==> config.mk <==
export PLATFORM = sky130hd
export DESIGN_NAME = dual_gpio_port
export DESIGN_NICKNAME = d
export VERILOG_FILES = /design/src/logic/gpio_pkg.sv /design/src/logic/dual_gpio_port.sv /design/src/logic/port_pin_slice.sv
export SDC_FILE = /design/constraint.sdc
export NUM_CORES = 1
export LEC_CHECK = 0
export BUFFER_PORTS_ARGS = -buffer_cell sky130_fd_sc_hd__buf_2
export CAP_MARGIN = 30
export CELL_PAD_IN_SITES_DETAIL_PLACEMENT = 0
export CELL_PAD_IN_SITES_GLOBAL_PLACEMENT = 1
export CORE_MARGIN = 8
export CORE_UTILIZATION = 25
export CTS_BUF_LIST = sky130_fd_sc_hd__clkbuf_16
export CTS_CLUSTER_SIZE = 20
export DETAILED_ROUTE_END_ITERATION = 8
export PLACE_DENSITY_LB_ADDON = 0.1
export SLEW_MARGIN = 20
export SYNTH_ARGS = -nofsm -noshare
export SYNTH_HDL_FRONTEND = slang
export SYNTH_SLANG_ARGS = --single-unit
==> constraint.sdc <==
create_clock -name clk -period 1.95 [get_ports clk]
set_input_delay 0.39 -clock clk [delete_from_list [all_inputs] [get_ports clk]]
set_output_delay 0.39 -clock clk [all_outputs]
set_load 0.05 [all_outputs]
==> src/logic/gpio_pkg.sv <==
/*
 * shared constants and types for the dual 8-bit general-purpose port block:
 * register indices and byte addresses, reset values, field positions and the
 * carrier structs. assumes a 32-bit AXI4-Lite register bus with byte addressing.
 */
package gpio_pkg;
   // port width, one bit per pin in every port register
   localparam int PORT_W = 8;
   // register indices as printed; byte address is four times the index
   localparam logic [7:0] IDX_B_PIN_LEVELS = 8'h16;
   localparam logic [7:0] IDX_B_DIRECTION = 8'h17;
   localparam logic [7:0] IDX_B_OUTPUT_LATCH = 8'h18;
   localparam logic [7:0] IDX_A_PIN_LEVELS = 8'h19;
   localparam logic [7:0] IDX_A_DIRECTION = 8'h1a;
   localparam logic [7:0] IDX_A_OUTPUT_LATCH = 8'h1b;
   // extra registers: bit set/clear command and block control
   localparam logic [7:0] IDX_BIT_OP = 8'h20;
   localparam logic [7:0] IDX_CONTROL = 8'h21;
   // reset values of the read/write registers
   localparam logic [7:0] RST_LATCH = 8'h00;
   localparam logic [7:0] RST_DIRECTION = 8'h00;
   localparam logic [2:0] RST_CONTROL = 3'h0;
   // bit command fields: [2:0] bit number, [3] new value, [5:4] target
   localparam int BITOP_NUM_LSB = 0;
   localparam int BITOP_VAL_POS = 3;
   localparam int BITOP_TGT_LSB = 4;
   // control fields
   localparam int CTL_SPI_EN_POS = 0;
   localparam int CTL_SPI_MASTER_POS = 1;
   localparam int CTL_POWER_DOWN_POS = 2;
   // port b pin positions of the serial interface
   localparam int B_SS_POS = 4;
   localparam int B_MOSI_POS = 5;
   localparam int B_MISO_POS = 6;
   localparam int B_SCK_POS = 7;
   // AXI response codes
   localparam logic [1:0] RESP_OKAY = 2'h0;
   localparam logic [1:0] RESP_SLVERR = 2'h2;

   // target of a single-bit command
   typedef enum logic [1:0] {
      TGT_A_LATCH = 2'b00,
      TGT_A_DIR = 2'b01,
      TGT_B_LATCH = 2'b10,
      TGT_B_DIR = 2'b11
   } bit_target_t;

   // decoded register selection
   typedef enum logic [2:0] {
      SEL_NONE = 3'b000,
      SEL_A_LATCH = 3'b001,
      SEL_A_DIR = 3'b010,
      SEL_A_PINS = 3'b011,
      SEL_B_LATCH = 3'b100,
      SEL_B_DIR = 3'b101,
      SEL_B_PINS = 3'b110,
      SEL_CTRL = 3'b111
   } reg_sel_t;

   // block control bits
   typedef struct packed {
      logic power_down;
      logic spi_master;
      logic spi_enable;
   } control_t;

   // synchronised port b levels handed to the alternate-function users
   typedef struct packed {
      logic spi_sck;
      logic spi_miso;
      logic spi_mosi;
      logic spi_ss;
      logic comparator_negative_input;
      logic comparator_positive_input;
      logic timer_one_count_input;
      logic timer_zero_count_input;
   } alt_func_t;
endpackage : gpio_pkg

==> src/logic/dual_gpio_port.sv <==
/*
 * two 8-bit general-purpose ports behind an AXI4-Lite slave, with single-bit
 * set/clear commands, serial-interface direction overrides, port a power-down input
 * gating and port b alternate-function taps. assumes one clock, inputs
 * synchronous to it, and a pad ring that turns out/oe/pull into pin levels.
 */
`timescale 1ns/1ps
module dual_gpio_port
   import gpio_pkg::*;
#(
   parameter int ADDR_W = 8
) (
   input wire logic clk, // system clock, 250 MHz
   input wire logic rst_n, // async reset, active low
   input wire logic [ADDR_W-1:0] s_axi_awaddr, // write address
   input wire logic s_axi_awvalid, // write address valid
   output logic s_axi_awready, // write address ready
   input wire logic [31:0] s_axi_wdata, // write data
   input wire logic [3:0] s_axi_wstrb, // write byte strobes
   input wire logic s_axi_wvalid, // write data valid
   output logic s_axi_wready, // write data ready
   output logic [1:0] s_axi_bresp, // write response
   output logic s_axi_bvalid, // write response valid
   input wire logic s_axi_bready, // write response ready
   input wire logic [ADDR_W-1:0] s_axi_araddr, // read address
   input wire logic s_axi_arvalid, // read address valid
   output logic s_axi_arready, // read address ready
   output logic [31:0] s_axi_rdata, // read data
   output logic [1:0] s_axi_rresp, // read response
   output logic s_axi_rvalid, // read data valid
   input wire logic s_axi_rready, // read data ready
   input wire logic [PORT_W-1:0] a_pin_in, // port a pin levels
   output logic [PORT_W-1:0] a_pin_out, // port a drive values
   output logic [PORT_W-1:0] a_pin_oe, // port a drive enables
   output logic [PORT_W-1:0] a_pull_up_en, // port a pull-ups
   input wire logic [PORT_W-1:0] b_pin_in, // port b pin levels
   output logic [PORT_W-1:0] b_pin_out, // port b drive values
   output logic [PORT_W-1:0] b_pin_oe, // port b drive enables
   output logic [PORT_W-1:0] b_pull_up_en, // port b pull-ups
   output alt_func_t alt_func // port b levels to peripherals
);
   // port registers
   logic [PORT_W-1:0] a_latch_reg; // port_a_output_latch
   logic [PORT_W-1:0] a_dir_reg; // port_a_direction
   logic [PORT_W-1:0] b_latch_reg; // port_b_output_latch
   logic [PORT_W-1:0] b_dir_reg; // port_b_direction
   control_t ctrl_reg; // serial mode and power-down

   // synchronised pin levels from the slices
   logic [PORT_W-1:0] a_level; // port_a_pin_levels
   logic [PORT_W-1:0] b_level; // port_b_pin_levels
   logic [PORT_W-1:0] b_force; // port b forced-input mask

   // write channel state
   logic aw_held_reg; // address captured
   logic w_held_reg; // data captured
   logic [ADDR_W-1:0] awaddr_reg; // captured address
   logic [31:0] wdata_reg; // captured data
   logic wstrb0_reg; // low byte strobe
   logic bvalid_reg; // response pending
   logic [1:0] bresp_reg; // response code
   logic do_write; // both halves present
   reg_sel_t wsel; // decoded write target
   logic wr_bitop; // write hits bit command
   logic wr_ok; // write lands in a mapped slot

   // read channel state
   logic rvalid_reg; // read data pending
   logic [31:0] rdata_reg; // read data
   logic [1:0] rresp_reg; // read response
   reg_sel_t rsel; // decoded read target
   logic [PORT_W-1:0] rbyte; // selected read value
   logic rd_ok; // read hits a mapped slot

   // bit command decode
   logic [2:0] bit_num; // bit to modify
   logic bit_val; // new value of that bit
   bit_target_t bit_tgt; // register to modify

   // byte address of a register index
   function automatic logic [ADDR_W-1:0] byte_addr(input logic [7:0] idx);
      byte_addr = ADDR_W'({idx, 2'b00});
   endfunction : byte_addr

   // address decode shared by read and write
   // the bit command slot is write-only, so it is decoded apart
   function automatic reg_sel_t decode(input logic [ADDR_W-1:0] addr);
      if (addr == byte_addr(IDX_A_OUTPUT_LATCH)) decode = SEL_A_LATCH;
      else if (addr == byte_addr(IDX_A_DIRECTION)) decode = SEL_A_DIR;
      else if (addr == byte_addr(IDX_A_PIN_LEVELS)) decode = SEL_A_PINS;
      else if (addr == byte_addr(IDX_B_OUTPUT_LATCH)) decode = SEL_B_LATCH;
      else if (addr == byte_addr(IDX_B_DIRECTION)) decode = SEL_B_DIR;
      else if (addr == byte_addr(IDX_B_PIN_LEVELS)) decode = SEL_B_PINS;
      else if (addr == byte_addr(IDX_CONTROL)) decode = SEL_CTRL;
      else decode = SEL_NONE;
   endfunction : decode

   // replace one bit, keep the rest
   function automatic logic [PORT_W-1:0] put_bit(input logic [PORT_W-1:0] cur,
                                                 input logic [2:0] num, input logic val);
      logic [PORT_W-1:0] res;
      res = cur;
      res[num] = val;
      put_bit = res;
   endfunction : put_bit

   // write side decode
   assign do_write = aw_held_reg & w_held_reg & ~bvalid_reg;
   assign wsel = decode(awaddr_reg);
   assign wr_bitop = (awaddr_reg == byte_addr(IDX_BIT_OP));
   assign wr_ok = (wsel != SEL_NONE) | wr_bitop;
   assign bit_num = wdata_reg[BITOP_NUM_LSB +: 3];
   assign bit_val = wdata_reg[BITOP_VAL_POS];
   assign bit_tgt = bit_target_t'(wdata_reg[BITOP_TGT_LSB +: 2]);

   // channels accept only while no response is waiting
   assign s_axi_awready = ~aw_held_reg & ~bvalid_reg;
   assign s_axi_wready = ~w_held_reg & ~bvalid_reg;
   assign s_axi_bvalid = bvalid_reg;
   assign s_axi_bresp = bresp_reg;
   assign s_axi_arready = ~rvalid_reg;
   assign s_axi_rvalid = rvalid_reg;
   assign s_axi_rdata = rdata_reg;
   assign s_axi_rresp = rresp_reg;

   // write address and data captured in either order
   always_ff @(posedge clk or negedge rst_n) begin
      if (!rst_n) begin
         aw_held_reg <= 1'b0;
         w_held_reg <= 1'b0;
         awaddr_reg <= '0;
         wdata_reg <= '0;
         wstrb0_reg <= 1'b0;
      end else begin
         if (s_axi_awvalid && s_axi_awready) begin
            aw_held_reg <= 1'b1;
            awaddr_reg <= s_axi_awaddr;
         end else if (do_write) begin
            aw_held_reg <= 1'b0;
         end
         if (s_axi_wvalid && s_axi_wready) begin
            w_held_reg <= 1'b1;
            wdata_reg <= s_axi_wdata;
            wstrb0_reg <= s_axi_wstrb[0];
         end else if (do_write) begin
            w_held_reg <= 1'b0;
         end
      end
   end

   // write response, one per completed write
   always_ff @(posedge clk or negedge rst_n) begin
      if (!rst_n) begin
         bvalid_reg <= 1'b0;
         bresp_reg <= RESP_OKAY;
      end else if (do_write) begin
         bvalid_reg <= 1'b1;
         // unmapped slots answer with an error and change nothing
         bresp_reg <= wr_ok ? RESP_OKAY : RESP_SLVERR;
      end else if (s_axi_bready) begin
         bvalid_reg <= 1'b0;
      end
   end

   // port registers: whole-byte writes and single-bit commands
   // writes to the pin slots fall through and change nothing
   // a cleared low strobe leaves every register as it was
   always_ff @(posedge clk or negedge rst_n) begin
      if (!rst_n) begin
         a_latch_reg <= RST_LATCH;
         a_dir_reg <= RST_DIRECTION;
         b_latch_reg <= RST_LATCH;
         b_dir_reg <= RST_DIRECTION;
      end else if (do_write && wstrb0_reg) begin
         if (wr_bitop) begin
            case (bit_tgt)
               TGT_A_LATCH: a_latch_reg <= put_bit(a_latch_reg, bit_num, bit_val);
               TGT_A_DIR: a_dir_reg <= put_bit(a_dir_reg, bit_num, bit_val);
               TGT_B_LATCH: b_latch_reg <= put_bit(b_latch_reg, bit_num, bit_val);
               TGT_B_DIR: b_dir_reg <= put_bit(b_dir_reg, bit_num, bit_val);
               default: a_latch_reg <= a_latch_reg;
            endcase
         end else begin
            case (wsel)
               SEL_A_LATCH: a_latch_reg <= wdata_reg[PORT_W-1:0];
               SEL_A_DIR: a_dir_reg <= wdata_reg[PORT_W-1:0];
               SEL_B_LATCH: b_latch_reg <= wdata_reg[PORT_W-1:0];
               SEL_B_DIR: b_dir_reg <= wdata_reg[PORT_W-1:0];
               default: a_latch_reg <= a_latch_reg;
            endcase
         end
      end
   end

   // control register: serial mode and power-down sleep
   // in a full chip these come from the serial block and sleep logic
   always_ff @(posedge clk or negedge rst_n) begin
      if (!rst_n) begin
         ctrl_reg <= RST_CONTROL;
      end else if (do_write && wstrb0_reg && wsel == SEL_CTRL) begin
         ctrl_reg.spi_enable <= wdata_reg[CTL_SPI_EN_POS];
         ctrl_reg.spi_master <= wdata_reg[CTL_SPI_MASTER_POS];
         ctrl_reg.power_down <= wdata_reg[CTL_POWER_DOWN_POS];
      end
   end

   // read value select
   assign rsel = decode(s_axi_araddr);
   assign rd_ok = (rsel != SEL_NONE);

   always_comb begin
      case (rsel)
         SEL_A_LATCH: rbyte = a_latch_reg;
         SEL_A_DIR: rbyte = a_dir_reg;
         SEL_A_PINS: rbyte = a_level;
         SEL_B_LATCH: rbyte = b_latch_reg;
         SEL_B_DIR: rbyte = b_dir_reg;
         SEL_B_PINS: rbyte = b_level;
         SEL_CTRL: rbyte = {{(PORT_W-3){1'b0}}, ctrl_reg};
         default: rbyte = '0;
      endcase
   end

   // read channel: answer one cycle after the address is taken
   // upper bits read as zero
   always_ff @(posedge clk or negedge rst_n) begin
      if (!rst_n) begin
         rvalid_reg <= 1'b0;
         rdata_reg <= '0;
         rresp_reg <= RESP_OKAY;
      end else if (s_axi_arvalid && s_axi_arready) begin
         rvalid_reg <= 1'b1;
         rdata_reg <= {24'h000000, rbyte};
         rresp_reg <= rd_ok ? RESP_OKAY : RESP_SLVERR;
      end else if (s_axi_rready) begin
         rvalid_reg <= 1'b0;
      end
   end

   // forced inputs on port b while the serial block owns its pins
   // the latch still drives the pull-ups of forced pins
   always_comb begin
      b_force = '0;
      if (ctrl_reg.spi_enable && !ctrl_reg.spi_master) begin
         b_force[B_SCK_POS] = 1'b1;
         b_force[B_MOSI_POS] = 1'b1;
         b_force[B_SS_POS] = 1'b1;
      end else if (ctrl_reg.spi_enable) begin
         b_force[B_MISO_POS] = 1'b1;
      end
   end

   // identical per-pin logic
   // port a: inputs gated off during power-down sleep
   port_pin_slice #(
      .W(PORT_W)
   ) u_port_a (
      .clk(clk),
      .rst_n(rst_n),
      .latch_in(a_latch_reg),
      .dir_in(a_dir_reg),
      .force_in({PORT_W{1'b0}}),
      .gate_in(ctrl_reg.power_down),
      .pad_in(a_pin_in),
      .pad_out(a_pin_out),
      .pad_oe(a_pin_oe),
      .pull_up_en(a_pull_up_en),
      .level(a_level)
   );

   // port b: serial overrides applied, inputs never gated
   port_pin_slice #(
      .W(PORT_W)
   ) u_port_b (
      .clk(clk),
      .rst_n(rst_n),
      .latch_in(b_latch_reg),
      .dir_in(b_dir_reg),
      .force_in(b_force),
      .gate_in(1'b0),
      .pad_in(b_pin_in),
      .pad_out(b_pin_out),
      .pad_oe(b_pin_oe),
      .pull_up_en(b_pull_up_en),
      .level(b_level)
   );

   // port b alternate-function taps
   // levels come from the synchroniser, so peripherals see clean edges
   assign alt_func = alt_func_t'(b_level);
endmodule : dual_gpio_port

==> src/logic/port_pin_slice.sv <==
/*
 * pin logic of one 8-bit port: drive, enable and pull-up outputs and the
 * two-stage input synchroniser. assumes latch and direction come from the
 * register file on the same clock; the pad ring resolves pin level from oe.
 */
`timescale 1ns/1ps
module port_pin_slice #(
   parameter int W = 8
) (
   input wire logic clk, // system clock
   input wire logic rst_n, // async reset, active low
   input wire logic [W-1:0] latch_in, // data latch bits
   input wire logic [W-1:0] dir_in, // direction bits, 1 = output
   input wire logic [W-1:0] force_in, // 1 forces the pin to input
   input wire logic gate_in, // 1 disconnects the input buffers
   input wire logic [W-1:0] pad_in, // pin level from the pad
   output logic [W-1:0] pad_out, // drive value
   output logic [W-1:0] pad_oe, // drive enable, high while driving
   output logic [W-1:0] pull_up_en, // pull-up enable
   output logic [W-1:0] level // synchronised pin level
);
   logic [W-1:0] eff_dir; // direction after forced inputs
   logic [W-1:0] gated_in; // pad level after input gating
   logic [W-1:0] sync1_reg; // first synchroniser stage
   logic [W-1:0] sync2_reg; // second synchroniser stage

   // forced inputs win over the direction bits
   assign eff_dir = dir_in & ~force_in;
   assign gated_in = pad_in & ~{W{gate_in}};

   // push-pull, pull-up
   // reset clears all three so pins float without a clock
   always_ff @(posedge clk or negedge rst_n) begin
      if (!rst_n) begin
         pad_oe <= '0;
         pad_out <= '0;
         pull_up_en <= '0;
      end else begin
         pad_oe <= eff_dir;
         pad_out <= latch_in & eff_dir;
         pull_up_en <= latch_in & ~eff_dir;
      end
   end

   // two-flop synchroniser
   // only the second stage is read anywhere
   always_ff @(posedge clk or negedge rst_n) begin
      if (!rst_n) begin
         sync1_reg <= '0;
         sync2_reg <= '0;
      end else begin
         sync1_reg <= gated_in;
         sync2_reg <= sync1_reg;
      end
   end

   assign level = sync2_reg;
endmodule : port_pin_slice
After elaboration in Yosys (flattened, before gate mapping) --
Index checks and enable logic that the tools add are counted.
Operators by class: magnitude comparators 2, eq/ne operators 34, muxes and demuxes 46, bitwise logic cells 19, reduce and logical (&&, ||, !) cells 23
Operators with widths (number):
- 8-bit by 7-bit == test with 1-bit output (second input constant) | 12
- 8-bit two-way mux | 12
- 8-bit one-hot mux with 7 select lines | 1
- 8-bit AND | 6
- 3-bit two-way mux | 14
- 8-bit bitwise mux | 4
- 8-bit inverter | 4
- 8-bit == test (second input constant) | 3
- 3-bit == test (second input constant) | 7
- 2-bit nonzero test | 8
- 3-bit AND reduction | 4
- 1-bit two-way mux | 11
- 3-bit by 2-bit == test with 1-bit output (second input constant) | 3
- 2-bit by 1-bit inequality test with 1-bit output (second input constant) | 4
- 1-bit logical AND | 7
- 3-bit by 1-bit == test with 1-bit output (second input constant) | 2
- 2-bit two-way mux | 3
- 3-bit nonzero test | 2
- 1-bit AND | 4
- 2-bit == test (second input constant) | 2
- 3-bit by 4-bit < comparator with 1-bit output (second input constant) | 1
- 1-bit inverter | 4
- 1-bit demux with 3-bit select | 1
- 3-bit by 1-bit >= comparator with 1-bit output (second input constant) | 1
- other kinds (4) | 4
Word-level totals: flip-flop bits (word level) 148, output and inout bits 97, logic and storage cells 151

Longest topological paths before layout --
depth after elaboration 11, mapped depth 7

Hierarchy --
A second synthesis with hierarchy kept.
Second synthesis, totals: cell total of the unflattened synthesis 532, area, all modules 6296.0 µm²
Modules (own cells, without submodules):
- dual_gpio_port | times used 1, cells each 388, area each 3773.6 µm², sequential area each 1651.6 µm²
- port_pin_slice | times used 2, cells each 72, area each 1261.2 µm², sequential area each 1001.0 µm²

Worst setup path before layout --
Ideal clock, no wire load.
kind reg2reg, start point register bvalid_reg, in the netlist s_axi_bvalid, end point register wdata_reg[3], arrival 2.233 ns, required time 1.825 ns, path slack -0.408 ns, stages on the path, launching flop included 5, period minus slack after synthesis 2.358 ns, cell sequence dfrtp_1 > nor2_1 > and2_1 > clkbuf_1 > mux2_2
On the way: longest elaborated chain between the ends 3
Ends and longest elaborated chain:
- start: declaration | line dual_gpio_port.sv:60 | logic bvalid_reg;
- start signal: assignment | line dual_gpio_port.sv:154 | bvalid_reg <= 1'b0;
- start signal: assignment | line dual_gpio_port.sv:157 | bvalid_reg <= 1'b1;
- start signal: assignment | line dual_gpio_port.sv:161 | bvalid_reg <= 1'b0;
- 1-bit inverter | line dual_gpio_port.sv:118 | assign s_axi_wready = ~w_held_reg & ~bvalid_reg;
- 1-bit AND | line dual_gpio_port.sv:118
- net s_axi_wready | line dual_gpio_port.sv:21 | output logic s_axi_wready,
- 1-bit logical AND | line dual_gpio_port.sv:141 | if (s_axi_wvalid && s_axi_wready) begin
- end signal: assignment | line dual_gpio_port.sv:143 | wdata_reg <= s_axi_wdata;
- end: declaration | line dual_gpio_port.sv:58 | logic [31:0] wdata_reg;
The timed path passes the listed nets, and every way through them passes these cells. A chain may end at the register's enable or synchronous reset.

Final worst setup path --
start point register awaddr_reg[5], end point register b_dir_reg[7]
On the way: longest elaborated chain between the ends 11, elaborated cells between the ends (all ways) 20
Ends and longest elaborated chain:
- start: declaration | line dual_gpio_port.sv:57 | logic [ADDR_W-1:0] awaddr_reg;
- start signal: assignment | line dual_gpio_port.sv:137 | awaddr_reg <= s_axi_awaddr;
- 8-bit == test | line dual_gpio_port.sv:94 | else if (addr == byte_addr(IDX_CONTROL)) decode = SEL_CTRL;
- 3-bit two-way mux | line dual_gpio_port.sv:94
- 3-bit two-way mux | line dual_gpio_port.sv:93 | else if (addr == byte_addr(IDX_B_PIN_LEVELS)) decode = SEL_B_PINS;
- 3-bit two-way mux | line dual_gpio_port.sv:92 | else if (addr == byte_addr(IDX_B_DIRECTION)) decode = SEL_B_DIR;
- 3-bit two-way mux | line dual_gpio_port.sv:91 | else if (addr == byte_addr(IDX_B_OUTPUT_LATCH)) decode = SEL_B_LATCH;
- 3-bit two-way mux | line dual_gpio_port.sv:90 | else if (addr == byte_addr(IDX_A_PIN_LEVELS)) decode = SEL_A_PINS;
- 3-bit two-way mux | line dual_gpio_port.sv:89 | else if (addr == byte_addr(IDX_A_DIRECTION)) decode = SEL_A_DIR;
- 3-bit two-way mux | line dual_gpio_port.sv:88 | if (addr == byte_addr(IDX_A_OUTPUT_LATCH)) decode = SEL_A_LATCH;
- 3-bit == test | line dual_gpio_port.sv:184 | case (wsel)
- 2-bit nonzero test (no line)
- 3-bit AND reduction (no line)
- end signal: assignment | line dual_gpio_port.sv:180 | TGT_B_DIR: b_dir_reg <= put_bit(b_dir_reg, bit_num, bit_val);
- end signal: assignment | line dual_gpio_port.sv:188 | SEL_B_DIR: b_dir_reg <= wdata_reg[PORT_W-1:0];
- end: declaration | line dual_gpio_port.sv:46 | logic [PORT_W-1:0] b_dir_reg;
Parallel ways exist; a longest one is shown, timed or not.

==> impl_metrics.json <==
{
  "cp_cell_sequence": "buf_6 > nor4_4 > buf_4 > buf_6 > nand4_1 > a21oi_4 > buf_8 > nand2_4 > mux2_4",
  "reg2reg_from": "awaddr_reg[5]",
  "worstSetupStartpointType": "register",
  "p_per_area_mw_per_mm2": 1212,
  "clkTransAtPathRegs_ps": 70,
  "synth-seq-area-share_pct": 59.85,
  "synth.ff_latch_count": 146,
  "drive_above_1_share_pct": 46.35,
  "die_w_microns": 172.3,
  "final_core_util_pct": 36.20,
  "initial_utilization_pct": 25.25,
  "grt.total_usage_pct": 12.70,
  "drt_first_pass_iters": 4,
  "final_area_sq_mm": 0.008751,
  "synth_edf_count": 0,
  "viasPerCell": 4.375,
  "drv_slew": 0,
  "synth_area_leaders": "dfrtp_1 60%, mux2_2 5.2%, buf_4 3.6%, nor2b_1 3.2%, a21oi_1 3.1%",
  "p_leak_nw": 4.218,
  "yosysMostFrequentCell": "dfrtp_1",
  "grt_pass1_vias": 4985,
  "yosysTopAreaCell": "dfrtp_1",
  "cp_num_cells": 9,
  "hold_start": "b_pin_in[7]",
  "critPathCaptureType": "register",
  "synth_common_cells": "146 x dfrtp_1, 38 x a21oi_1, 37 x nand2_1, 31 x nor2b_1, 29 x buf_4",
  "netlist-cell-type-count": 61,
  "min_path_type": "input port to register",
  "tns_ps": -1226,
  "ios": 172,
  "io_buffers": 118,
  "fill_cells": 2440,
  "fp.coreArea_sq_mm": 0.02418,
  "ys.flop_type": "dfrtp_1",
  "maxCapViolCount": 0,
  "critPathMaxStageDelay_ps": 450,
  "antenna_found_initial": 0,
  "htree_levels": 4,
  "worst_slack_ps": -111.3,
  "arrival_ps": 2360,
  "die-area_sq_mm": 0.02968,
  "cts_root_buf": "clkbuf_16",
  "violations": "negative setup slack",
  "status": "complete, but fails checks",
  "worstPathMaxFanout": 8,
  "gp_congestion": 0.7701,
  "max_slew_margin_pct": 64.22,
  "ff2ff_setup_slack_ps": -110,
  "fin_worst_skew_ps": 12.75,
  "die_h_microns": 172.3,
  "synthCells": 510,
  "clk_path_buf_depth": 2,
  "r2r_cells": 9,
  "irDropWorstVdd_mv": 0.5382,
  "grt_pass1_wl_microns": 28550,
  "syn_area_sq_mm": 0.006105,
  "slowest_stage": "dfrtp_2",
  "synthArstFlopShare_pct": 100.0,
  "cp_common_cell": "buf_6",
  "cp-endpoint": "b_dir_reg[7]",
  "ant_nets": 0,
  "vias": 4659,
  "cts_buffers": 17,
  "area_growth_pct": 43.35,
  "path_buf_inv": 4,
  "dp_hpwl_microns": 13950,
  "final_cells": 1065,
  "drt_iter0_markers": 169,
  "crit-reg2reg-capture": "b_dir_reg[7]",
  "final_nets": 802,
  "place_inst": 1011,
  "postSynthAreaPerCell_sq_um": 11.97,
  "drcViolationCount": 0,
  "cts.sink_count": 146,
  "period_needed_ps": 2061,
  "critPathKind": "register to register",
  "cts_tree": "yes",
  "setup_viol": 26,
  "worstMarginPinSlew_ps": 536.7,
  "wl_microns": 18610,
  "hold_viol_final": 0,
  "synth_largest_type_area_fraction_pct": 59.85,
  "placed_area_sq_mm": 0.007559,
  "critPathTopFamily": "buffers and inverters",
  "rsz0062_at_grt": "true",
  "grt_overflow": 0,
  "worstSetupStartpoint": "awaddr_reg[5]",
  "period_share_pct": 105.7,
  "max_freq_mhz": 485.1,
  "clock_latency_ps": 420,
  "power_w": 0.01061,
  "grt_max_degree": 46,
  "critPathRequiredTime_ps": 2250,
  "wl_per_cell_microns": 17.47,
  "synth_warnings": 0,
  "num_rows": 57
}
==> metal layers <==
| layer | global-route usage (%) | wire length, microns | vias up |
|---|---|---|---|
| li1 | - | - | 2222 |
| met5 | 0 | 0 | - |
| met3 | 3.265 | 816 | 13 |
| met4 | 3.673 | 222 | 0 |
| met2 | 21.53 | 9552 | 93 |
| met1 | 15.72 | 8018 | 2331 |
==> report_power, final <==
group	total, W	switching (W)	internal [W]
sequential	0.00401	0.000546	0.00346
clock	0.00328	0.00153	0.00175
combinational	0.00332	0.00196	0.00136
total	0.0106	0.00404	0.00657
==> layout make-up <==
| type | instances | area (sq um) | area share (%) |
|---|---|---|---|
| clock buffers | 17 | 425.4 | 4.861 |
| clock inverters | 15 | 182.7 | 2.088 |
| multi-input cells | 343 | 2633 | 30.08 |
| repair buffers | 213 | 1421 | 16.24 |
| well taps | 324 | 405.4 | 4.633 |
| flip-flops and latches | 146 | 3659 | 41.81 |
| diodes | 1 | 2.502 | 0.02860 |
| inverters | 6 | 22.52 | 0.2574 |
==> cells in the final DEF, fill, tap and decap left out, drive strengths merged, types with 2 or more instances in the layout <==
cell type	n
a22o	4
o2bb2ai	3
a31oi	3
mux2	32
inv	14
o22ai	2
nand2b	5
clkbuf	17
and2	20
nand4b	2
nand2	37
and3	11
o21ai	28
nor3	2
o31ai	2
conb	26
nor4	3
nor4b	7
nor2	21
buf	212
and3b	2
xor2	2
dfrtp	146
nand3	4
nand4	7
a21oi	38
or4	3
or3	2
nor3b	3
a21boi	2
a22oi	19
or4bb	3
a21o	4
nor2b	31
clkinv	6
a222oi	3
==> timing repair <==
item                                   in CTS  in global routing
cloned                                      1                  0
setup endpoints to repair                  30                 35
pin swaps                                  19                 25
gates resized for setup                    66                 42
hold buffers                                1                  0
endpoints found under the hold margin      40                  0
buffers inserted                           14                  7
==> through the flow <==
| step | setup slack, ps | hold WS, ps |
|---|---|---|
| after global routing | -163.9 | 49.45 |
| after detailed placement | -203.2 | 334.7 |
| after floorplan | -150.8 | 94.41 |
| after global placement | -178.0 | 332.3 |
| after CTS | -99.28 | 52.17 |
| final | -111.3 | 73.77 |
==> worst min-delay path by stage <==
stage	end	slack, ps	cells after the start
detailed placement	u_port_a.level[4]	330	0
global placement	u_port_b.level[7]	330	0
CTS	u_port_b.sync1_reg[4]	50	1
finish	u_port_b.sync1_reg[7]	70	1
floorplan	a_dir_reg[0]	90	0
global route	u_port_b.sync1_reg[4]	50	1
==> logic make-up (layout without fill, tap and decap cells) <==
family / count (synthesis) / count (layout) / synth area share (%)
AO/OA/AOI/OAI: 116 / 116 / 12.28
XOR/XNOR: 2 / 2 / 0.2870
buffers and inverters: 46 / 251 / 4.899
flip-flops: 146 / 146 / 59.85
multiplexers: 32 / 32 / 5.903
other: 1 / 27 / 0.06143
AND/OR/NAND/NOR: 167 / 167 / 16.72
(Power assumes the default switching activity.)
